--- src/ca_wdt_pkg.sv ---
// constants, register map and state types for the counter-array watchdog
package ca_wdt_pkg;

  // register byte addresses (one aligned word each)
  localparam logic [7:0] OFF_CTRL   = 8'h00; // counter control: run, match flag
  localparam logic [7:0] OFF_MODE   = 8'h04; // counter mode: enable, lock, select, idle
  localparam logic [7:0] OFF_CNT_LO = 8'h08;
  localparam logic [7:0] OFF_CNT_HI = 8'h0c;
  localparam logic [7:0] OFF_M5_MOD = 8'h10;
  localparam logic [7:0] OFF_M5_LO  = 8'h14;
  localparam logic [7:0] OFF_M5_HI  = 8'h18;
  localparam logic [7:0] OFF_IRQ_ST = 8'h1c;
  localparam logic [7:0] OFF_IRQ_MK = 8'h20;

  // control register fields
  localparam int CTRL_OVF_BIT = 7;
  localparam int CTRL_RUN_BIT = 6;
  localparam int CTRL_CCF_BIT = 5;
  // mode register fields
  localparam int MODE_IDLE_BIT = 7;
  localparam int MODE_WDE_BIT  = 6;
  localparam int MODE_LCK_BIT  = 5;
  localparam int MODE_SEL_LSB  = 1;
  localparam int MODE_SEL_MSB  = 3;
  // module five mode register fields
  localparam int M5_CMP_EN_BIT = 6;
  localparam int M5_MAT_BIT    = 3;
  localparam logic [7:0] M5_SW_TIMER = 8'h48;

  // interrupt status bits
  localparam int IRQ_OVF = 0;
  localparam int IRQ_WDT = 1;
  localparam int IRQ_W   = 2;

  // clock source select values
  localparam logic [2:0] SEL_DIV12 = 3'h0;
  localparam logic [2:0] SEL_DIV4  = 3'h1;
  localparam logic [2:0] SEL_EXT   = 3'h2;
  localparam logic [2:0] SEL_SYS   = 3'h4;

  // prescale counts for the divided sources
  localparam logic [3:0] DIV12_LAST = 4'hb;
  localparam logic [3:0] DIV4_LAST  = 4'h3;
  localparam logic [7:0] BYTE_MAX   = 8'hff;
  localparam logic [7:0] BYTE_ZERO  = 8'h00;
  // system clock reset divisor from the internal oscillator
  localparam int SYS_RESET_DIV = 128;
  localparam int DEF_TIMEOUT_COUNTER_CLKS = 256;
  localparam int DEF_TIMEOUT_SYS_CLKS = 3072;

  localparam logic [1:0] RESP_OKAY   = 2'h0;
  localparam logic [1:0] RESP_SLVERR = 2'h2;

  typedef enum logic [1:0] {
    BUS_IDLE,
    BUS_RESP
  } bus_state_t;

  typedef struct packed {
    logic [2:0] clk_sel;
    logic       idle_susp;
    logic       wd_enable;
    logic       wd_lock;
  } mode_t;

  typedef struct packed {
    logic       write;
    logic [7:0] addr;
    logic [7:0] data;
  } reg_wr_t;

endpackage : ca_wdt_pkg

--- src/ca_tick_gen.sv ---
// counter clock tick generator: selectable prescale of the system clock, or a synchronised external source edge
`timescale 1ns/10ps
module ca_tick_gen
  import ca_wdt_pkg::*;
(
  input  wire logic       aclk,
  input  wire logic       aresetn,
  input  wire logic [2:0] clk_sel,
  input  wire logic       ext_tick,
  output logic            tick
);

  typedef struct packed {
    logic [3:0] div;
    logic       ext_s1;
    logic       ext_s2;
    logic       ext_s3;
  } tick_st_t;

  tick_st_t st_q;
  tick_st_t st_d;
  logic     last;

  always_comb begin
    st_d        = st_q;
    st_d.ext_s1 = ext_tick;
    st_d.ext_s2 = st_q.ext_s1;
    st_d.ext_s3 = st_q.ext_s2;
    last        = (clk_sel == SEL_DIV4) ? (st_q.div == DIV4_LAST)
                                        : (st_q.div == DIV12_LAST);
    st_d.div    = last ? '0 : st_q.div + 4'h1;
    case (clk_sel)
      SEL_DIV12: tick = (st_q.div == DIV12_LAST);
      SEL_DIV4:  tick = (st_q.div == DIV4_LAST);
      SEL_SYS:   tick = 1'b1;
      // external source edge, synchronised before use
      SEL_EXT:   tick = st_q.ext_s2 & ~st_q.ext_s3;
      default:   tick = (st_q.div == DIV12_LAST);
    endcase
  end

  always_ff @(posedge aclk) begin
    if (!aresetn) begin
      st_q <= '0;
    end else begin
      st_q <= st_d;
    end
  end

endmodule : ca_tick_gen

--- src/ca_watchdog.sv ---
// counter array with module five in watchdog mode, AXI4-Lite register slave
// Notes on behaviour
// - enable bit makes module five the watchdog
// - watchdog enabled after every reset
// - counter forced running; run writes ineffective
// - run bit reads zero unless software set
// - counter byte writes ignored while enabled
// - clock select and idle bit frozen
// - module five forced software timer, writes ignored
// - low overflow with high match resets
// - high compare write loads counter high plus offset
// - writing one to match flag forces reset
// - enable or lock enables; lock holds till reset
// - clearing enable without lock disables watchdog
// - reset defaults: divide twelve, zero bytes
// - timeout is 256 times offset plus remainder
// - idle bit suspends counting during processor idle
// - system clock is oscillator divided by 128
// - low compare write clears, high sets comparator enable
//
// Decided for this implementation: the AXI4-Lite register port and the address map.
`timescale 1ns/10ps
module ca_watchdog
  import ca_wdt_pkg::*;
(
  input  wire logic        aclk,
  input  wire logic        aresetn,
  input  wire logic [7:0]  s_axi_awaddr,
  input  wire logic        s_axi_awvalid,
  output logic             s_axi_awready,
  input  wire logic [31:0] s_axi_wdata,
  input  wire logic [3:0]  s_axi_wstrb,
  input  wire logic        s_axi_wvalid,
  output logic             s_axi_wready,
  output logic [1:0]       s_axi_bresp,
  output logic             s_axi_bvalid,
  input  wire logic        s_axi_bready,
  input  wire logic [7:0]  s_axi_araddr,
  input  wire logic        s_axi_arvalid,
  output logic             s_axi_arready,
  output logic [31:0]      s_axi_rdata,
  output logic [1:0]       s_axi_rresp,
  output logic             s_axi_rvalid,
  input  wire logic        s_axi_rready,
  input  wire logic        cpu_idle,
  input  wire logic        ext_count_clk,
  output logic             watchdog_reset,
  output logic             irq
);

  typedef struct packed {
    bus_state_t  wst;
    bus_state_t  rst;
    logic        aw_got;
    logic        w_got;
    logic [7:0]  aw_addr;
    logic [31:0] wdata;
    logic        wr_err;
    logic [1:0]  bresp;
    logic [31:0] rdata;
    logic [1:0]  rresp;
    mode_t       mode;
    logic        run_sw;
    logic        ovf_flag;
    logic        module_five_match_flag;
    logic [7:0]  cnt_lo;
    logic [7:0]  cnt_hi;
    logic [7:0]  m5_mode;
    logic [7:0]  m5_lo;
    logic [7:0]  m5_hi;
    logic        wd_rst;
    logic [IRQ_W-1:0] irq_st;
    logic [IRQ_W-1:0] irq_mk;
    logic        idle_s1;
    logic        idle_s2;
  } state_t;

  state_t st_q;
  state_t st_d;
  logic   tick;
  logic   wd_on;
  logic   running;
  logic   count_en;
  logic   lo_ovf;
  logic   do_wr;
  logic   wr_ok;
  logic   wd_fire;
  logic   ccf_set;
  logic [IRQ_W-1:0] ev;
  logic [7:0] wb;

  ca_tick_gen u_tick (
    .aclk     (aclk),
    .aresetn  (aresetn),
    .clk_sel  (st_q.mode.clk_sel),
    .ext_tick (ext_count_clk),
    .tick     (tick)
  );

  // lock alone keeps the watchdog on
  assign wd_on    = st_q.mode.wd_enable | st_q.mode.wd_lock;
  assign running  = st_q.run_sw | wd_on;
  // idle input passes two flops first
  assign count_en = running & tick & ~(st_q.mode.idle_susp & st_q.idle_s2);
  assign lo_ovf   = count_en & (st_q.cnt_lo == BYTE_MAX);

  assign s_axi_awready = (st_q.wst == BUS_IDLE) & ~st_q.aw_got;
  assign s_axi_wready  = (st_q.wst == BUS_IDLE) & ~st_q.w_got;
  assign s_axi_bvalid  = (st_q.wst == BUS_RESP);
  assign s_axi_bresp   = st_q.bresp;
  assign s_axi_arready = (st_q.rst == BUS_IDLE);
  assign s_axi_rvalid  = (st_q.rst == BUS_RESP);
  assign s_axi_rdata   = st_q.rdata;
  assign s_axi_rresp   = st_q.rresp;
  assign watchdog_reset = st_q.wd_rst;
  assign irq           = |(st_q.irq_st & st_q.irq_mk);

  always_comb begin
    st_d         = st_q;
    st_d.idle_s1 = cpu_idle;
    st_d.idle_s2 = st_q.idle_s1;
    st_d.wd_rst  = 1'b0;
    do_wr        = 1'b0;
    wr_ok        = 1'b0;
    wd_fire      = 1'b0;
    ccf_set      = 1'b0;
    wb           = st_q.wdata[7:0];

    // write channel: address and data taken in either order
    case (st_q.wst)
      BUS_IDLE: begin
        if (s_axi_awvalid & s_axi_awready) begin
          st_d.aw_got  = 1'b1;
          st_d.aw_addr = s_axi_awaddr;
        end
        if (s_axi_wvalid & s_axi_wready) begin
          st_d.w_got = 1'b1;
          st_d.wdata = s_axi_wdata;
          st_d.wr_err = ~s_axi_wstrb[0];
        end
        if (st_q.aw_got & st_q.w_got) begin
          do_wr      = ~st_q.wr_err;
          st_d.aw_got = 1'b0;
          st_d.w_got  = 1'b0;
          st_d.wst   = BUS_RESP;
        end
      end
      BUS_RESP: begin
        if (s_axi_bready) begin
          st_d.wst = BUS_IDLE;
        end
      end
      default: st_d.wst = BUS_IDLE;
    endcase

    // counter advance
    if (count_en) begin
      st_d.cnt_lo = st_q.cnt_lo + 8'h01;
      if (lo_ovf) begin
        st_d.cnt_hi   = st_q.cnt_hi + 8'h01;
        st_d.ovf_flag = 1'b1;
      end
    end

    // normal compare of module five when not watchdog
    if (!wd_on && st_q.m5_mode[M5_CMP_EN_BIT] && st_q.m5_mode[M5_MAT_BIT] && count_en &&
        st_q.cnt_lo == st_q.m5_lo && st_q.cnt_hi == st_q.m5_hi) begin
      ccf_set = 1'b1;
    end

    // watchdog match at low overflow
    if (wd_on && lo_ovf && st_q.m5_hi == st_q.cnt_hi) begin
      wd_fire = 1'b1;
    end

    if (do_wr) begin
      wr_ok = 1'b1;
      case (st_q.aw_addr)
        OFF_CTRL: begin
          // run bit latch still records software intent
          st_d.run_sw   = wb[CTRL_RUN_BIT];
          st_d.ovf_flag = wb[CTRL_OVF_BIT] | st_d.ovf_flag;
          if (!wb[CTRL_OVF_BIT] && !lo_ovf) begin
            st_d.ovf_flag = 1'b0;
          end
          st_d.module_five_match_flag = wb[CTRL_CCF_BIT];
          if (wd_on && wb[CTRL_CCF_BIT]) begin
            wd_fire = 1'b1;
          end
        end
        OFF_MODE: begin
          if (!wd_on) begin
            st_d.mode.clk_sel   = wb[MODE_SEL_MSB:MODE_SEL_LSB];
            st_d.mode.idle_susp = wb[MODE_IDLE_BIT];
          end
          // lock is set-only until reset
          st_d.mode.wd_lock   = st_q.mode.wd_lock | wb[MODE_LCK_BIT];
          st_d.mode.wd_enable = wb[MODE_WDE_BIT];
        end
        OFF_CNT_LO: begin
          if (!wd_on) begin
            st_d.cnt_lo = wb;
          end
        end
        OFF_CNT_HI: begin
          if (!wd_on) begin
            st_d.cnt_hi = wb;
          end
        end
        OFF_M5_MOD: begin
          if (!wd_on) begin
            st_d.m5_mode = wb;
          end
        end
        OFF_M5_LO: begin
          st_d.m5_lo = wb;
          st_d.m5_mode[M5_CMP_EN_BIT] = 1'b0;
        end
        OFF_M5_HI: begin
          if (wd_on) begin
            // refresh: written value discarded
            st_d.m5_hi = st_q.cnt_hi + st_q.m5_lo;
          end else begin
            st_d.m5_hi = wb;
          end
          st_d.m5_mode[M5_CMP_EN_BIT] = 1'b1;
        end
        OFF_IRQ_ST: st_d.irq_st = st_q.irq_st & ~wb[IRQ_W-1:0];
        OFF_IRQ_MK: st_d.irq_mk = wb[IRQ_W-1:0];
        default:    wr_ok = 1'b0;
      endcase
    end

    // hardware set wins over software clear
    if (ccf_set) begin
      st_d.module_five_match_flag = 1'b1;
    end
    if (lo_ovf) begin
      st_d.ovf_flag = 1'b1;
    end
    // module five held in software timer while watchdog on
    if (wd_on && !(do_wr && st_q.aw_addr == OFF_MODE && !wb[MODE_WDE_BIT] &&
                  !st_q.mode.wd_lock)) begin
      st_d.m5_mode = st_d.m5_mode | M5_SW_TIMER;
    end
    // single-cycle reset request pulse
    st_d.wd_rst = wd_fire;

    ev = '0;
    ev[IRQ_OVF] = lo_ovf;
    ev[IRQ_WDT] = wd_fire;
    st_d.irq_st = st_d.irq_st | ev;

    if (st_q.wst == BUS_IDLE && st_q.aw_got && st_q.w_got) begin
      st_d.bresp = wr_ok ? RESP_OKAY : RESP_SLVERR;
    end

    // read channel
    case (st_q.rst)
      BUS_IDLE: begin
        if (s_axi_arvalid) begin
          st_d.rst   = BUS_RESP;
          st_d.rresp = RESP_OKAY;
          st_d.rdata = '0;
          case (s_axi_araddr)
            OFF_CTRL: begin
              st_d.rdata[CTRL_OVF_BIT] = st_q.ovf_flag;
              st_d.rdata[CTRL_RUN_BIT] = st_q.run_sw;
              st_d.rdata[CTRL_CCF_BIT] = st_q.module_five_match_flag;
            end
            OFF_MODE: begin
              st_d.rdata[MODE_IDLE_BIT] = st_q.mode.idle_susp;
              st_d.rdata[MODE_WDE_BIT]  = st_q.mode.wd_enable;
              st_d.rdata[MODE_LCK_BIT]  = st_q.mode.wd_lock;
              st_d.rdata[MODE_SEL_MSB:MODE_SEL_LSB] = st_q.mode.clk_sel;
            end
            OFF_CNT_LO: st_d.rdata[7:0] = st_q.cnt_lo;
            OFF_CNT_HI: st_d.rdata[7:0] = st_q.cnt_hi;
            OFF_M5_MOD: st_d.rdata[7:0] = st_q.m5_mode;
            OFF_M5_LO:  st_d.rdata[7:0] = st_q.m5_lo;
            OFF_M5_HI:  st_d.rdata[7:0] = st_q.m5_hi;
            OFF_IRQ_ST: st_d.rdata[IRQ_W-1:0] = st_q.irq_st;
            OFF_IRQ_MK: st_d.rdata[IRQ_W-1:0] = st_q.irq_mk;
            default:    st_d.rresp = RESP_SLVERR;
          endcase
        end
      end
      BUS_RESP: begin
        if (s_axi_rready) begin
          st_d.rst = BUS_IDLE;
        end
      end
      default: st_d.rst = BUS_IDLE;
    endcase
  end

  // reset leaves watchdog on, divide-by-twelve, zero bytes
  always_ff @(posedge aclk) begin
    if (!aresetn) begin
      st_q                <= '0;
      st_q.wst            <= BUS_IDLE;
      st_q.rst            <= BUS_IDLE;
      st_q.mode.clk_sel   <= SEL_DIV12;
      st_q.mode.wd_enable <= 1'b1;
      st_q.cnt_lo         <= BYTE_ZERO;
      st_q.m5_lo          <= BYTE_ZERO;
      st_q.m5_mode        <= M5_SW_TIMER;
    end else begin
      st_q <= st_d;
    end
  end

endmodule : ca_watchdog

--- config.mk ---
export PLATFORM = sky130hd
export DESIGN_NAME = ca_watchdog
export DESIGN_NICKNAME = d
export VERILOG_FILES = /design/src/ca_wdt_pkg.sv /design/src/ca_tick_gen.sv /design/src/ca_watchdog.sv
export SDC_FILE = /design/constraint.sdc
export NUM_CORES = 1
export LEC_CHECK = 0
export ABC_CLOCK_PERIOD_IN_PS = 3400
export BUFFER_PORTS_ARGS = -buffer_cell sky130_fd_sc_hd__buf_2
export CORE_MARGIN = 8
export CORE_UTILIZATION = 45
export CTS_BUF_LIST = sky130_fd_sc_hd__clkbuf_2 sky130_fd_sc_hd__clkbuf_4 sky130_fd_sc_hd__clkbuf_8
export CTS_CLUSTER_SIZE = 8
export DETAILED_ROUTE_END_ITERATION = 7
export PLACE_DENSITY_LB_ADDON = 0.12
export SLEW_MARGIN = 20
export SYNTH_ARGS = -nofsm -noshare
export SYNTH_HDL_FRONTEND = slang
export SYNTH_SLANG_ARGS = --single-unit
export TNS_END_PERCENT = 100
--- constraint.sdc ---
create_clock -name aclk -period 3.4 [get_ports aclk]
set_input_delay 0.51 -clock aclk [delete_from_list [all_inputs] [get_ports aclk]]
set_output_delay 0.51 -clock aclk [all_outputs]
set_load 0.03 [all_outputs]
## Word level (Yosys, flattened, before mapping)

Cells that the tools add are included.

- Add/subtract/negate cells: 4
- Eq/ne operators: 32
- Mux-type cells: 50
- Bitwise logic cells: 26
- Reduce and logical (&&, ||, !) cells: 51

Operator list:

| kind | count |
|---|---|
| $mux 8 | 9 |
| $eq 8x5->1 const B | 8 |
| $mux 42 | 1 |
| $eq 8x4->1 const B | 4 |
| $reduce_and 2->1 | 13 |
| $eq 8x8->1 | 3 |
| $pmux 3 s7 | 1 |
| $mux 2 | 10 |
| $mux 1 | 18 |
| $reduce_or 9->1 | 2 |
| $add 8x1->8 const B | 2 |
| $eq 8x3->1 const B | 2 |
| $eq 8x6->1 const B | 2 |
| $logic_not 8->1 | 2 |
| $mux 16 | 1 |
| $logic_and 1x1->1 | 15 |
| $pmux 2 s6 | 1 |
| $and 1x1->1 | 10 |
| $reduce_and 3->1 | 3 |
| $add 8x8->8 | 1 |
| $eq 8x8->1 const B | 1 |
| $not 1->1 | 8 |
| $pmux 1 s8 | 1 |
| $pmux 2 s2 | 2 |
| other kinds (23) | 43 |

- Bits in registers: 98
- Input bits: 61
- Output and inout port bits: 43
- Logic and storage cells: 196

## Logic depth before layout (Yosys ltp)

Gate-level depths: netlist (run 1).

- Depth in word-level cells: 13
- Gate-level depth with buffers: 9
- Gate-level depth less buffers: 9

## Cells and area by module

From an unflattened synthesis (run 1), not the netlist that was laid out.

- Cell total of the unflattened synthesis: 635
- Area, all modules: 5326.4 µm²

By module, submodules not included:

| module | instances | cells an instance | area each (µm²) | seq. area each (µm²) |
|---|---|---|---|---|
| ca_watchdog | 1 | 601 | 4997.3 | 1741.7 |
| ca_tick_gen | 1 | 34 | 329.1 | 140.1 |

## Worst setup path after synthesis (run 1)

Ideal clock, no wire load.

- Path type: reg-to-reg
- Start point: register st_q[137] in the netlist's numbering
- End point: register st_q[35] in the netlist's numbering
- Library setup time: 0.132 ns
- Arrival: 1.940 ns
- Setup slack: 1.328 ns
- Stages on the path, launching flop included: 7
- Buffers on the path: 1
- Period minus slack after synthesis: 2.072 ns
- Cells stage by stage: dfxtp_1 -> nand3b_1 -> nor4_2 -> nand4_1 -> clkbuf_1 -> o21ai_0 -> a21oi_1

- Word-level cells in the longest chain between the ends: 3

RTL lines:

| item | RTL line | source |
|---|---|---|
| start: declaration | ca_watchdog.sv:78 | `state_t st_q;` |
| start signal: assignment | ca_watchdog.sv:309 | `st_q <= st_d;` |
| $logic_not 2->1 | ca_watchdog.sv:130 | `case (st_q.wst)` |
| $mux 1 | ca_watchdog.sv:130 |  |
| $mux 42 | ca_watchdog.sv:176 | `if (do_wr) begin` |

Every way passes these cells. The select of a mux whose other input is x is not followed.
A chain may end at the register's enable or synchronous reset.

## Worst setup path in the final report (run 1)

- Start point: register st_q[31] in the netlist's numbering
- End point: register st_q[13] in the netlist's numbering

- Word-level cells in the longest chain between the ends: 2

RTL lines:

| item | RTL line | source |
|---|---|---|
| $add 8x8->8 | ca_watchdog.sv:222 | `st_d.m5_hi = st_q.cnt_hi + st_q.m5_lo;` |
| $mux 8 | ca_watchdog.sv:220 | `if (wd_on) begin` |

Every way passes these cells.

==> impl_table.tex, run 1 <==
\begin{tabular}{lr}
\hline
Metric & Value \\
\hline
\multicolumn{2}{l}{\textbf{Layout}} \\
Final core utilization & 49.4\% \\
Diodes inserted & 0 \\
Fillers & 1,132 \\
Non-filler instance count after layout & 773 \\
Net count reported at finish & 698 \\
Area growth from synthesis to final layout & 7.22\% \\
Total non-filler cell area in the finished layout & 5670 um2 \\
Fraction of final layout cells with drive strength greater than 1 & 14.8\% \\
\multicolumn{2}{l}{\textbf{Floorplanning}} \\
Number of rows in the core area & 39 \\
Die outline height & 124 um \\
Die width & 124 um \\
Starting utilization of the core area & 46.1\% \\
Core box area & 11,500 um2 \\
Die area & 15,500 um2 \\
Ports & 104 \\
\multicolumn{2}{l}{\textbf{Synthesis}} \\
Most common library cells after synthesis & sky130\_fd\_sc\_hd\_\_dfxtp\_1, sky130\_fd\_sc\_hd\_\_nand2\_1, sky130\_fd\_sc\_hd\_\_mux2i\_1, sky130\_fd\_sc\_hd\_\_nor2b\_1, sky130\_fd\_sc\_hd\_\_buf\_4 \\
Synthesized area & 5290 um2 \\
Post-synth top flop & sky130\_fd\_sc\_hd\_\_dfxtp\_1 \\
Largest area contributor in the synthesized netlist & sky130\_fd\_sc\_hd\_\_dfxtp\_1 \\
Distinct cell type count after synthesis & 64 \\
Count leader, synth & sky130\_fd\_sc\_hd\_\_dfxtp\_1 \\
Avg Cell Area, Syn & 8.77 um2 \\
Number of synthesized flops with an enable pin & 0 \\
Post-Syn Instances & 603 \\
Top cells by area, synth & sky130\_fd\_sc\_hd\_\_dfxtp\_1, sky130\_fd\_sc\_hd\_\_mux2i\_1, sky130\_fd\_sc\_hd\_\_nor2b\_1 \\
Sequential area share after synthesis & 35.6\% \\
Portion of synthesized cell area occupied by the leading cell type & 35.6\% \\
Share of flip-flops with an asynchronous set or reset after synthesis & 0\% \\
Number of flip-flops and latches in the synthesized netlist & 94 \\
Yosys synthesis warning count & 0 \\
\multicolumn{2}{l}{\textbf{Pwr}} \\
Register share of total power & 53.2\% \\
Ratio of total power to cell area & 386 nW/um2 \\
Switching component of the power & 578 uW \\
Power share of the combinational group & 10.1\% \\
Cell-internal power & 1.61 mW \\
Power share of the clock group & 36.7\% \\
Leakage power of the design & 2.35 nW \\
Worst VDD drop & 0.274 mV \\
Switching share of power & 26.4\% \\
\multicolumn{2}{l}{\textbf{Clocking}} \\
Buffers inserted during post-CTS setup optimization & 0 \\
Longest Clk Path Bufs & 2 \\
Latest clock arrival within the worst-skew pair & 370 ps \\
Number of buffers inserted for hold repair after clock tree synthesis & 0 \\
Clock tree from TritonCTS & done \\
Root buf cell & sky130\_fd\_sc\_hd\_\_clkbuf\_8 \\
Clock H-tree levels & 3 \\
Post-cts gate resize count & 0 \\
Total clock sinks & 94 \\
Clock buffer count from CTS & 9 \\
Clock-pin slew reported for the worst setup and hold paths after clock tree synthesis & 90 ps \\
\multicolumn{2}{l}{\textbf{STA}} \\
Fin crit share & 74.7\% \\
Final Max Tran Viols & 0 \\
Highest achievable clock rate & 393 MHz \\
Worst relative slew slack & 50.3\% \\
Fin Setup TNS & 0 ps \\
Setup repair after global routing missed its margin & false \\
Worst clock skew & 7.33 ps \\
Final critical-path required period & 2540 ps \\
Setup violations, final & 0 \\
Transition time at the pin with the least slew margin & 745 ps \\
Hold violation total from the final report & 0 \\
\multicolumn{2}{l}{\textbf{Detailed routing}} \\
Number of iterations in the first detailed-routing pass & 4 \\
Post-DRT Antenna Nets & 0 \\
WL per Instance & 17.7 um \\
Average vias per placed instance & 5.63 \\
Total routed wirelength & 13,700 um \\
Post-route DRC violation count & 0 \\
Via total after detailed routing & 4,353 \\
Starting DRC count in detailed routing & 341 \\
\multicolumn{2}{l}{\textbf{Critical path}} \\
CP startpoint kind & flip-flop \\
Required time at the endpoint of the critical path & 3690 ps \\
Sequence of cells on the critical path & ha\_1 > inv\_1 > fa\_1 > nand2b\_1 > a21oi\_1 > o21a\_1 > nor3\_1 > or3b\_2 > a31oi\_1 \\
Arrival @ worst endpoint & 2830 ps \\
Worst path slowest cell & sky130\_fd\_sc\_hd\_\_dfxtp\_1 \\
Cell family with most CP delay & simple AND/OR/NAND/NOR gates \\
Maximum fanout encountered on the critical timing path & 8 \\
Largest incremental delay on the critical path & 510 ps \\
Endpoint class of the critical path & flip-flop \\
Class of the most critical setup path & reg2reg \\
Buffers and inverters on the worst path & 1 \\
\multicolumn{2}{l}{\textbf{GRT}} \\
Largest net degree at the start of global routing & 46 \\
Vias in the first global route & 4,206 \\
Overflow after GRT & 0 \\
Wire length of the first global-routing pass & 22,100 um \\
Total global-route track usage & 17.3\% \\
Antenna violations before repair & 0 \\
\multicolumn{2}{l}{\textbf{Placement}} \\
HPWL Detailed & 10000 um \\
Final weighted congestion of routability-driven global placement & 0.851 \\
Placed Cells incl. Taps & 758 \\
Number of port buffers & 50 \\
Total placed instance area & 5460 um2 \\
\multicolumn{2}{l}{\textbf{Run status}} \\
Run status & finished clean \\
\multicolumn{2}{l}{\textbf{Worst hold path}} \\
Worst hold path class & in2reg \\
\multicolumn{2}{l}{\textbf{Job}} \\
Number of max-cap violations & 0 \\
\hline
\end{tabular}
area by class of cell:
| type | count | area, um2 | share of cell area (%) |
|---|---|---|---|
| multi-input combinational | 455 | 3060 | 54.0 |
| clock inverter | 6 | 87.6 | 1.54 |
| timing repair buffer | 56 | 295 | 5.21 |
| sequential | 94 | 1880 | 33.2 |
| inverter | 10 | 37.5 | 0.662 |
| clock buffer | 9 | 124 | 2.18 |
| tap | 143 | 179 | 3.16 |
worst reg2reg max path, stage by stage, from the launching register on:
cell and delay [ps]:
sky130_fd_sc_hd__dfxtp_1 510, sky130_fd_sc_hd__ha_1 260, sky130_fd_sc_hd__inv_1 70, sky130_fd_sc_hd__fa_1 400
sky130_fd_sc_hd__nand2b_1 180, sky130_fd_sc_hd__a21oi_1 210, sky130_fd_sc_hd__o21a_1 170, sky130_fd_sc_hd__nor3_1 50
sky130_fd_sc_hd__or3b_2 440, sky130_fd_sc_hd__a31oi_1 180
power groups by stage:
stage / sequential [mW] / clock, mW / combinational, mW
floorplan: 1.17 / 0 / 0.201
CTS: 1.17 / 0.828 / 0.221
global route: 1.17 / 0.863 / 0.243
finish: 1.17 / 0.804 / 0.220
global placement: 1.19 / 0 / 0.217
detailed placement: 1.19 / 0 / 0.220
layout by cell type, fill, tap and decap left out, types with 6 or more instances in the layout:
master and instances:
sky130_fd_sc_hd__o22ai_1 9, sky130_fd_sc_hd__ha_1 10, sky130_fd_sc_hd__nor2_1 23, sky130_fd_sc_hd__conb_1 26, sky130_fd_sc_hd__o21ai_0 27, sky130_fd_sc_hd__nand4_1 10
sky130_fd_sc_hd__a21boi_0 18, sky130_fd_sc_hd__inv_1 10, sky130_fd_sc_hd__xnor2_1 11, sky130_fd_sc_hd__a21oi_1 29, sky130_fd_sc_hd__and2_1 9, sky130_fd_sc_hd__mux2i_1 44
sky130_fd_sc_hd__nand2b_1 7, sky130_fd_sc_hd__xor2_1 24, sky130_fd_sc_hd__or3_1 7, sky130_fd_sc_hd__nand3_1 12, sky130_fd_sc_hd__clkbuf_8 9, sky130_fd_sc_hd__nor2b_1 44
sky130_fd_sc_hd__buf_4 6, sky130_fd_sc_hd__nand2_1 59, sky130_fd_sc_hd__buf_2 50, sky130_fd_sc_hd__nor3_1 6, sky130_fd_sc_hd__dfxtp_1 94
per-stage QoR:
stage | hold slack (ps) | power, mW | setup slack [ps]
2_1_floorplan | 412 | 1.37 | 1330
3_3_place_gp | 420 | 1.41 | 1010
3_5_place_dp | 422 | 1.41 | 934
4_1_cts | 329 | 2.21 | 879
5_1_grt | 337 | 2.28 | 742
6_report | 341 | 2.19 | 859
metal layers:
| metal | wire [um] | GRT usage [%] | up-vias |
|---|---|---|---|
| met5 | 0 | 0 | - |
| met4 | 182 | 4.82 | 0 |
| met3 | 985 | 4.26 | 17 |
| met2 | 6300 | 27.5 | 147 |
| met1 | 6240 | 22.8 | 2084 |
| li1 | - | - | 2105 |
final timing paths:
kind / end / depth (start not counted) / slack, ps / startpoint
setup / recovery: st_q[13]$_SDFFE_PN0P_ / 9 / 860 / st_q[31]$_SDFF_PN0_
hold / removal: u_tick.st_d[1]$_SDFF_PN0_ / 2 / 340 / ext_count_clk
setup reg to reg: st_q[13]$_SDFFE_PN0P_ / 9 / 860 / st_q[31]$_SDFF_PN0_
hold reg to reg: u_tick.st_d[0]$_SDFF_PN0_ / 1 / 440 / u_tick.st_d[1]$_SDFF_PN0_
sequential cells by signal, indices dropped and copies added (netlist names):
register / count
st_d: 1
st_q: 75
s_axi_rdata: 8
s_axi_rresp: 1
watchdog_reset: 1
u_tick.st_d: 2
u_tick.st_q: 5
s_axi_bresp: 1
logic make-up after synthesis:
family,share of synthesized area [%]
AOI/OAI and AO/OA,15.5
muxes,10.7
DFF,35.6
buffers and inverters,8.23
adders and majority gates,2.74
and+or+nand+nor,21.3
other,0.0709
xor gates and xnor gates,5.80
No activity file was read; power rests on OpenSTA's default activity.
==> inputs of run 2 (changes only) <==
--- a/config.mk
+++ b/config.mk
@@ -5,7 +5,8 @@
 export SDC_FILE = /design/constraint.sdc
 export NUM_CORES = 1
 export LEC_CHECK = 0
-export ABC_CLOCK_PERIOD_IN_PS = 3400
+export ABC_AREA = 1
+export ABC_CLOCK_PERIOD_IN_PS = 2500
 export BUFFER_PORTS_ARGS = -buffer_cell sky130_fd_sc_hd__buf_2
 export CORE_MARGIN = 8
 export CORE_UTILIZATION = 45
==> constraint.sdc (replaced) <==
create_clock -name aclk -period 2.5 [get_ports aclk]
set_input_delay 0.375 -clock aclk [delete_from_list [all_inputs] [get_ports aclk]]
set_output_delay 0.375 -clock aclk [all_outputs]
set_load 0.03 [all_outputs]
==> run 2 against run 1 <==
  * Final area rose by 4.7%
  * Combinational power rose by 50%
  * Hold slack got worse by 180 ps
  * Maximum frequency rose by 25%
  * Flip-flop and latch count did not move
  * Global-route usage rose by 3.2 points
  * Clock skew barely moved
  * Power rose by 41%
  * Non-clock buffer count rose by 5
  * Critical path type unchanged
==> impl_table.tex, run 2 <==
\begin{tabular}{lr}
\hline
Metric & Value \\
\hline
\multicolumn{2}{l}{\textbf{Synthesis}} \\
Share of flip-flops with an asynchronous set or reset after synthesis & 0\% (unchanged) \\
Top cells by area, synth & sky130\_fd\_sc\_hd\_\_dfxtp\_1, sky130\_fd\_sc\_hd\_\_nand2\_1, sky130\_fd\_sc\_hd\_\_inv\_1 \\
Most common library cells after synthesis & sky130\_fd\_sc\_hd\_\_nand2\_1, sky130\_fd\_sc\_hd\_\_inv\_1, sky130\_fd\_sc\_hd\_\_dfxtp\_1 \\
Portion of synthesized cell area occupied by the leading cell type & 34.3\% (-1.3 points) \\
Count leader, synth & sky130\_fd\_sc\_hd\_\_nand2\_1 \\
Post-synth top flop & sky130\_fd\_sc\_hd\_\_dfxtp\_1 \\
Avg Cell Area, Syn & 6.79 um2 (-23\%) \\
Number of synthesized flops with an enable pin & 0 (unchanged) \\
Yosys synthesis warning count & 0 (unchanged) \\
Synthesized area & 5490 um2 (+3.8\%) \\
Sequential area share after synthesis & 34.3\% (-1.3 points) \\
Largest area contributor in the synthesized netlist & sky130\_fd\_sc\_hd\_\_dfxtp\_1 \\
Distinct cell type count after synthesis & 43 (-33\%) \\
Number of flip-flops and latches in the synthesized netlist & 94 (unchanged) \\
Post-Syn Instances & 808 (+34\%) \\
\multicolumn{2}{l}{\textbf{Layout}} \\
Total area of sequential cells & 1880 um2 (unchanged) \\
Multi-input combinational cell area & 2900 um2 (-5.5\%) \\
Most common library cell in the layout ignoring fill and taps & sky130\_fd\_sc\_hd\_\_nand2\_1 \\
Net count reported at finish & 915 (+31\%) \\
Fraction of final layout cells with drive strength greater than 1 & 12.5\% (-2.3 points) \\
Max reg flops & 75 (unchanged) \\
Area growth from synthesis to final layout & 8.11\% \\
Fillers & 1,216 (+7.4\%) \\
Diodes inserted & 0 (unchanged) \\
Commonest cells after routing, fill and taps aside & sky130\_fd\_sc\_hd\_\_nand2\_1, sky130\_fd\_sc\_hd\_\_inv\_1, sky130\_fd\_sc\_hd\_\_dfxtp\_1 \\
Largest Register & st\_q \\
\multicolumn{2}{l}{\textbf{Critical path}} \\
Startpoint of the most critical register-to-register path & st\_q[55]\$\_SDFFE\_PN0P\_ \\
Required time at the endpoint of the critical path & 2780 ps (-910 ps) \\
Endpoint class of the critical path & flip-flop \\
Sequence of cells on the critical path & inv\_1 > nand3\_1 > nand2\_1 > nor2\_1 > nor2\_2 > nand2\_4 > inv\_2 > nand2\_2 > nand2\_1 > nand3\_1 > nand2\_1 > inv\_1 \\
Maximum fanout encountered on the critical timing path & 20 (+12) \\
Endpoint of the most critical register-to-register path & st\_q[38]\$\_SDFF\_PN0\_ \\
Cell with the most instances on the worst path & sky130\_fd\_sc\_hd\_\_nand2\_1 \\
CP startpoint kind & flip-flop \\
Worst-case register-to-register setup slack & 470 ps (-390 ps) \\
Arrival @ worst endpoint & 2310 ps (-520 ps) \\
Worst path slowest cell & sky130\_fd\_sc\_hd\_\_dfxtp\_1 \\
Critical path origin & st\_q[55]\$\_SDFFE\_PN0P\_ \\
Largest incremental delay on the critical path & 340 ps (-170 ps) \\
Reg2reg path depth & 12 (+3) \\
Class of the most critical setup path & reg2reg \\
Critical path destination & st\_q[38]\$\_SDFF\_PN0\_ \\
\multicolumn{2}{l}{\textbf{Clocking}} \\
Clock tree from TritonCTS & done \\
Clock H-tree levels & 3 (unchanged) \\
Root buf cell & sky130\_fd\_sc\_hd\_\_clkbuf\_8 \\
Latest clock arrival within the worst-skew pair & 380 ps (about the same) \\
Post-cts gate resize count & 0 (unchanged) \\
Buffers inserted during post-CTS setup optimization & 0 (unchanged) \\
Clock buffer count from CTS & 9 (unchanged) \\
Clock-pin slew reported for the worst setup and hold paths after clock tree synthesis & 90 ps (about the same) \\
Number of buffers inserted for hold repair after clock tree synthesis & 0 (unchanged) \\
Total clock sinks & 94 (unchanged) \\
Longest Clk Path Bufs & 2 (unchanged) \\
\multicolumn{2}{l}{\textbf{Floorplanning}} \\
Die width & 126 um (+1.6\%) \\
Die area & 16,000 um2 (+3.3\%) \\
Number of rows in the core area & 40 (+2.6\%) \\
Ports & 104 (unchanged) \\
Starting utilization of the core area & 45.9\% (-0.22 points) \\
Die outline height & 126 um (+1.6\%) \\
Core box area & 12,000 um2 (+4.3\%) \\
\multicolumn{2}{l}{\textbf{STA}} \\
Final critical-path required period & 2030 ps (-513 ps) \\
Worst setup slack after layout & 471 ps (-387 ps) \\
Transition time at the pin with the least slew margin & 739 ps (-6.11 ps) \\
Fin crit share & 81.1\% (+6.4 points) \\
Setup violations, final & 0 (unchanged) \\
Hold violation total from the final report & 0 (unchanged) \\
Final Max Tran Viols & 0 (unchanged) \\
Worst relative slew slack & 50.4\% (+0.10 points) \\
Highest achievable clock rate & 493 MHz (+25\%) \\
Fin Setup TNS & 0 ps (unchanged) \\
Setup repair after global routing missed its margin & false \\
Worst clock skew & 7.62 ps (+0.289 ps) \\
\multicolumn{2}{l}{\textbf{Pwr}} \\
Worst VDD drop & 0.542 mV (+98\%) \\
Ratio of total power to cell area & 519 nW/um2 (+34\%) \\
Leakage power of the design & 2.97 nW (+26\%) \\
\multicolumn{2}{l}{\textbf{GRT}} \\
Vias in the first global route & 4,935 (+17\%) \\
Wire length of the first global-routing pass & 25,800 um (+16\%) \\
Antenna violations before repair & 0 (unchanged) \\
Largest net degree at the start of global routing & 46 (unchanged) \\
Overflow after GRT & 0 (unchanged) \\
Total global-route track usage & 20.5\% (+3.2 points) \\
\multicolumn{2}{l}{\textbf{Detailed routing}} \\
Total routed wirelength & 16,300 um (+19\%) \\
WL per Instance & 16.3 um (-7.9\%) \\
Post-route DRC violation count & 0 (unchanged) \\
Number of iterations in the first detailed-routing pass & 5 (+1) \\
Via total after detailed routing & 5,243 (+20\%) \\
Starting DRC count in detailed routing & 494 (+45\%) \\
Post-DRT Antenna Nets & 0 (unchanged) \\
Average vias per placed instance & 5.27 (-6.4\%) \\
\multicolumn{2}{l}{\textbf{Placement}} \\
Post-placement setup slack & 501 ps (-433 ps) \\
Number of port buffers & 50 (unchanged) \\
Final weighted congestion of routability-driven global placement & 0.929 (+9.1\%) \\
HPWL Detailed & 12,300 um (+23\%) \\
\multicolumn{2}{l}{\textbf{Run status}} \\
Run status & finished clean \\
\multicolumn{2}{l}{\textbf{Job}} \\
Number of max-cap violations & 0 (unchanged) \\
\multicolumn{2}{l}{\textbf{Worst hold path}} \\
Worst hold path class & in2reg \\
\hline
\end{tabular}
-- run 2: worst min-delay path by stage --
| stage | startpoint | end | slack, ps | depth (start not counted) |
|---|---|---|---|---|
| after floorplan | st_d[0]$_SDFF_PN0_ | st_q[0]$_SDFF_PN0_ | 390 | 2 |
| after global placement | st_d[0]$_SDFF_PN0_ | st_q[0]$_SDFF_PN0_ | 400 | 2 |
| after detailed placement | u_tick.st_d[1]$_SDFF_PN0_ | u_tick.st_d[0]$_SDFF_PN0_ | 400 | 2 |
| after CTS | s_axi_wstrb[0] | st_q[92]$_SDFFE_PN0P_ | 130 | 2 |
| after global routing | s_axi_wstrb[0] | st_q[92]$_SDFFE_PN0P_ | 120 | 2 |
| final | s_axi_wstrb[0] | st_q[92]$_SDFFE_PN0P_ | 160 | 2 |
-- run 2: cell families after synthesis --
group	after synthesis	synth area share, %
adder cells (fa/ha/maj)	11	2.64
flip-flops	94	34.3
AO/OA/AOI/OAI	174	17.0
buffers and inverters	170	14.7
other	1	0.0683
XOR/XNOR	27	4.31
AND/OR/NAND/NOR	331	27.0
-- run 2: cell type report --
class | count | area share [%]
Multi-Input combinational cell | 569 | 48.8
Sequential cell | 94 | 31.7
Inverter | 108 | 6.96
Timing Repair Buffer | 61 | 5.61
Tap cell | 147 | 3.10
Clock buffer | 10 | 2.32
Clock inverter | 6 | 1.52
-- run 2: stage by stage --
| stage | cells | power, mW | util [%] | cell area (um2) | hold slack, ps |
|---|---|---|---|---|---|
| detailed placement | 979 | 1.95 | 47.7 | 5710 | 405 |
| finish | 995 | 3.08 | 49.6 | 5930 | 159 |
| global placement | 979 | 1.94 | 47.7 | 5710 | 396 |
| global route | 995 | 3.22 | 49.6 | 5930 | 122 |
| CTS | 995 | 3.11 | 49.6 | 5930 | 134 |
| floorplan | 833 | 1.88 | - | 5580 | 390 |
-- run 2: power breakdown --
group	internal, mW	total, mW	switching [mW]	leakage [nW]
logic	0.0851	0.329	0.243	2.09
registers	1.54	1.59	0.0447	0.764
clock network	0.596	1.17	0.571	0.113
total	2.22	3.08	0.859	2.97
-- run 2: metal layers --
metal  vias to the layer above  GRT usage (%)  routed length [um]
met3                        31           5.91                1210
met1                      2392           25.7                7190
met4                         0           8.21                 486
li1                       2614              -                   -
met2                       206           32.6                7380
met5                         -              0                   0
-- run 2: critical path, delay by kind of cell (launching register included) --
kind                   cells  cell delay (ps)
AND/OR/NAND/NOR            9              980
buffers and inverters      3              600
flip-flops                 1              340
==> inputs of run 3 (changes only) <==
--- a/config.mk
+++ b/config.mk
@@ -5,8 +5,8 @@
 export SDC_FILE = /design/constraint.sdc
 export NUM_CORES = 1
 export LEC_CHECK = 0
-export ABC_AREA = 1
-export ABC_CLOCK_PERIOD_IN_PS = 2500
+export ABC_AREA = 0
+export ABC_CLOCK_PERIOD_IN_PS = 1900
 export BUFFER_PORTS_ARGS = -buffer_cell sky130_fd_sc_hd__buf_2
 export CORE_MARGIN = 8
 export CORE_UTILIZATION = 45
==> constraint.sdc (replaced) <==
create_clock -name aclk -period 1.9 [get_ports aclk]
set_input_delay 0.285 -clock aclk [delete_from_list [all_inputs] [get_ports aclk]]
set_output_delay 0.285 -clock aclk [all_outputs]
set_load 0.03 [all_outputs]
==> run 3 against run 2 <==
  * Setup slack got worse by 580 ps
  * Clock power rose by 28%
  * Count of clock-buffer cells in the layout did not move
  * Register-to-register slack got worse by 580 ps
  * Sequential share of layout area fell by 2.3 points
  * Wire length fell by 9.9%
  * The flow now finishes with violations (setup timing)
  * Power rose by 32%
  * Via count fell by 12%
  * Core utilization rose by 6.6 points
  * Hold slack got worse by 49 ps
==> impl_table.tex, run 3 (synthesis results as in run 1) <==
\begin{tabular}{lr}
\hline
Metric & Value \\
\hline
\multicolumn{2}{l}{\textbf{Job}} \\
Number of max-cap violations & 0 (unchanged) \\
\multicolumn{2}{l}{\textbf{Pwr}} \\
Ratio of total power to cell area & 629 nW/um2 (+21\%) \\
Power, Total & 4.05 mW (+32\%) \\
Leakage power of the design & 2.79 nW (-6.1\%) \\
Worst VDD drop & 0.780 mV (+44\%) \\
\multicolumn{2}{l}{\textbf{Critical path}} \\
Required time at the endpoint of the critical path & 2220 ps (-560 ps) \\
Arrival @ worst endpoint & 2330 ps (+20 ps) \\
CP startpoint kind & flip-flop \\
Sequence of cells on the critical path & or4b\_4 > a21o\_4 > a211o\_4 > or3\_1 > a31oi\_1 \\
Class of the most critical setup path & reg2reg \\
Worst path slowest cell & sky130\_fd\_sc\_hd\_\_or4b\_4 \\
Largest incremental delay on the critical path & 520 ps (+180 ps) \\
Endpoint class of the critical path & flip-flop \\
Maximum fanout encountered on the critical timing path & 7 (-65\%) \\
\multicolumn{2}{l}{\textbf{Clocking}} \\
Clock buffer count from CTS & 9 (unchanged) \\
Clock H-tree levels & 3 (unchanged) \\
Total clock sinks & 94 (unchanged) \\
Longest Clk Path Bufs & 2 (unchanged) \\
Latest clock arrival within the worst-skew pair & 380 ps (about the same) \\
Clock-pin slew reported for the worst setup and hold paths after clock tree synthesis & 90 ps (about the same) \\
Root buf cell & sky130\_fd\_sc\_hd\_\_clkbuf\_8 \\
Clock tree from TritonCTS & done \\
\multicolumn{2}{l}{\textbf{GRT}} \\
Overflow after GRT & 0 (unchanged) \\
Wire length of the first global-routing pass & 23,800 um (-7.6\%) \\
Antenna violations before repair & 0 (unchanged) \\
Largest net degree at the start of global routing & 29 (-37\%) \\
Total global-route track usage & 18.8\% (-1.8 points) \\
Vias in the first global route & 4,557 (-7.7\%) \\
\multicolumn{2}{l}{\textbf{Layout}} \\
Largest Register & st\_q \\
Fraction of final layout cells with drive strength greater than 1 & 28.4\% (+16 points) \\
Diodes inserted & 0 (unchanged) \\
Non-filler instance count after layout & 847 (-15\%) \\
Net count reported at finish & 771 (-16\%) \\
Most common library cell in the layout ignoring fill and taps & sky130\_fd\_sc\_hd\_\_dfxtp\_1 \\
Final core utilization & 56.2\% (+6.6 points) \\
Commonest cells after routing, fill and taps aside & sky130\_fd\_sc\_hd\_\_dfxtp\_1, sky130\_fd\_sc\_hd\_\_buf\_4, sky130\_fd\_sc\_hd\_\_nand2\_1 \\
Area growth from synthesis to final layout & 21.9\% \\
Max reg flops & 75 (unchanged) \\
\multicolumn{2}{l}{\textbf{Floorplanning}} \\
Number of rows in the core area & 39 (-2.5\%) \\
Die width & 124 um (-1.6\%) \\
Ports & 104 (unchanged) \\
Starting utilization of the core area & 46.1\% (+0.22 points) \\
Core box area & 11,500 um2 (-4.1\%) \\
Die area & 15,500 um2 (-3.2\%) \\
Die outline height & 124 um (-1.6\%) \\
\multicolumn{2}{l}{\textbf{Detailed routing}} \\
Post-route DRC violation count & 0 (unchanged) \\
Via total after detailed routing & 4,606 (-12\%) \\
Starting DRC count in detailed routing & 296 (-40\%) \\
WL per Instance & 17.3 um (+5.9\%) \\
Post-DRT Antenna Nets & 0 (unchanged) \\
Total routed wirelength & 14,700 um (-9.9\%) \\
Average vias per placed instance & 5.44 (+3.2\%) \\
Number of iterations in the first detailed-routing pass & 5 (unchanged) \\
\multicolumn{2}{l}{\textbf{STA}} \\
Transition time at the pin with the least slew margin & 540 ps (-198 ps) \\
Fin Setup TNS & -706 ps (-706 ps) \\
Setup violations, final & 17 (+17) \\
Setup repair after global routing missed its margin & true \\
Final critical-path required period & 2010 ps (-21.6 ps) \\
Final Max Tran Viols & 0 (unchanged) \\
Highest achievable clock rate & 498 MHz (+1.1\%) \\
Worst setup slack after layout & -107 ps (-578 ps) \\
Worst relative slew slack & 63.6\% (+13 points) \\
Hold violation total from the final report & 0 (unchanged) \\
Fin crit share & 106\% (+24 points) \\
Worst clock skew & 8.71 ps (+1.09 ps) \\
\multicolumn{2}{l}{\textbf{Placement}} \\
Final weighted congestion of routability-driven global placement & 0.878 (-5.6\%) \\
Number of port buffers & 50 (unchanged) \\
HPWL Detailed & 11,000 um (-11\%) \\
Placed Cells incl. Taps & 821 (-16\%) \\
\multicolumn{2}{l}{\textbf{Run status}} \\
Violated checks & setup timing \\
Run status & complete, but fails checks \\
\multicolumn{2}{l}{\textbf{Worst hold path}} \\
Worst hold path class & in2reg \\
\hline
\end{tabular}
-- run 3: repair_timing --
item	CTS	global route
hold buffers	0	0
endpoints found under the hold margin	0	0
gates cloned	0	1
resized for setup	14	24
pin swaps	19	11
buffers inserted	6	4
setup endpoints to repair	26	39
-- run 3: cell type report --
class | count | area, um2
fill | 1082 | 5020
inverter | 10 | 37.5
clock buffer | 10 | 138
timing repair buffer | 129 | 885
tap | 143 | 179
clock inverter | 6 | 83.8
sequential | 94 | 1900
multi-input combinational | 455 | 3230
-- run 3: path summary, 6_finish.rpt --
| path | from | end | slack, ps | cells past startpoint |
|---|---|---|---|---|
| setup / recovery | st_q[54]$_SDFFE_PN0P_ | st_q[38]$_SDFF_PN0_ | -110 | 5 |
| hold / removal | ext_count_clk | u_tick.st_d[1]$_SDFF_PN0_ | 110 | 2 |
| hold reg to reg | st_d[0]$_SDFF_PN0_ | st_q[0]$_SDFF_PN0_ | 430 | 1 |
| setup reg to reg | st_q[54]$_SDFFE_PN0P_ | st_q[38]$_SDFF_PN0_ | -110 | 5 |
-- run 3: worst max-delay path, delay by kind of cell (launching register included) --
| kind | cells | cell delay, ps |
|---|---|---|
| compound gates | 3 | 740 |
| flops | 1 | 360 |
| simple gates | 2 | 840 |
-- run 3: layer usage --
metal / vias to the layer above / routed length [um] / track usage, %
met5: - / 0 / 0
met4: 0 / 325 / 5.74
met2: 154 / 6840 / 30.1
met3: 25 / 962 / 5.96
li1: 2257 / - / -
met1: 2170 / 6530 / 23.5
-- run 3: stage by stage --
stage	cell area [um2]	hold slack [ps]	setup WS (ps)
floorplan	5450	395	-73.8
global placement	6010	414	-116
detailed placement	6010	423	-149
CTS	6330	96.7	-132
global route	6450	88.9	-181
finish	6450	110	-107
-- run 3: power breakdown --
group          internal, mW  leakage [nW]  switching [mW]
clock network         0.775         0.116           0.725
registers              2.02         0.768          0.0667
logic                 0.180          1.90           0.292
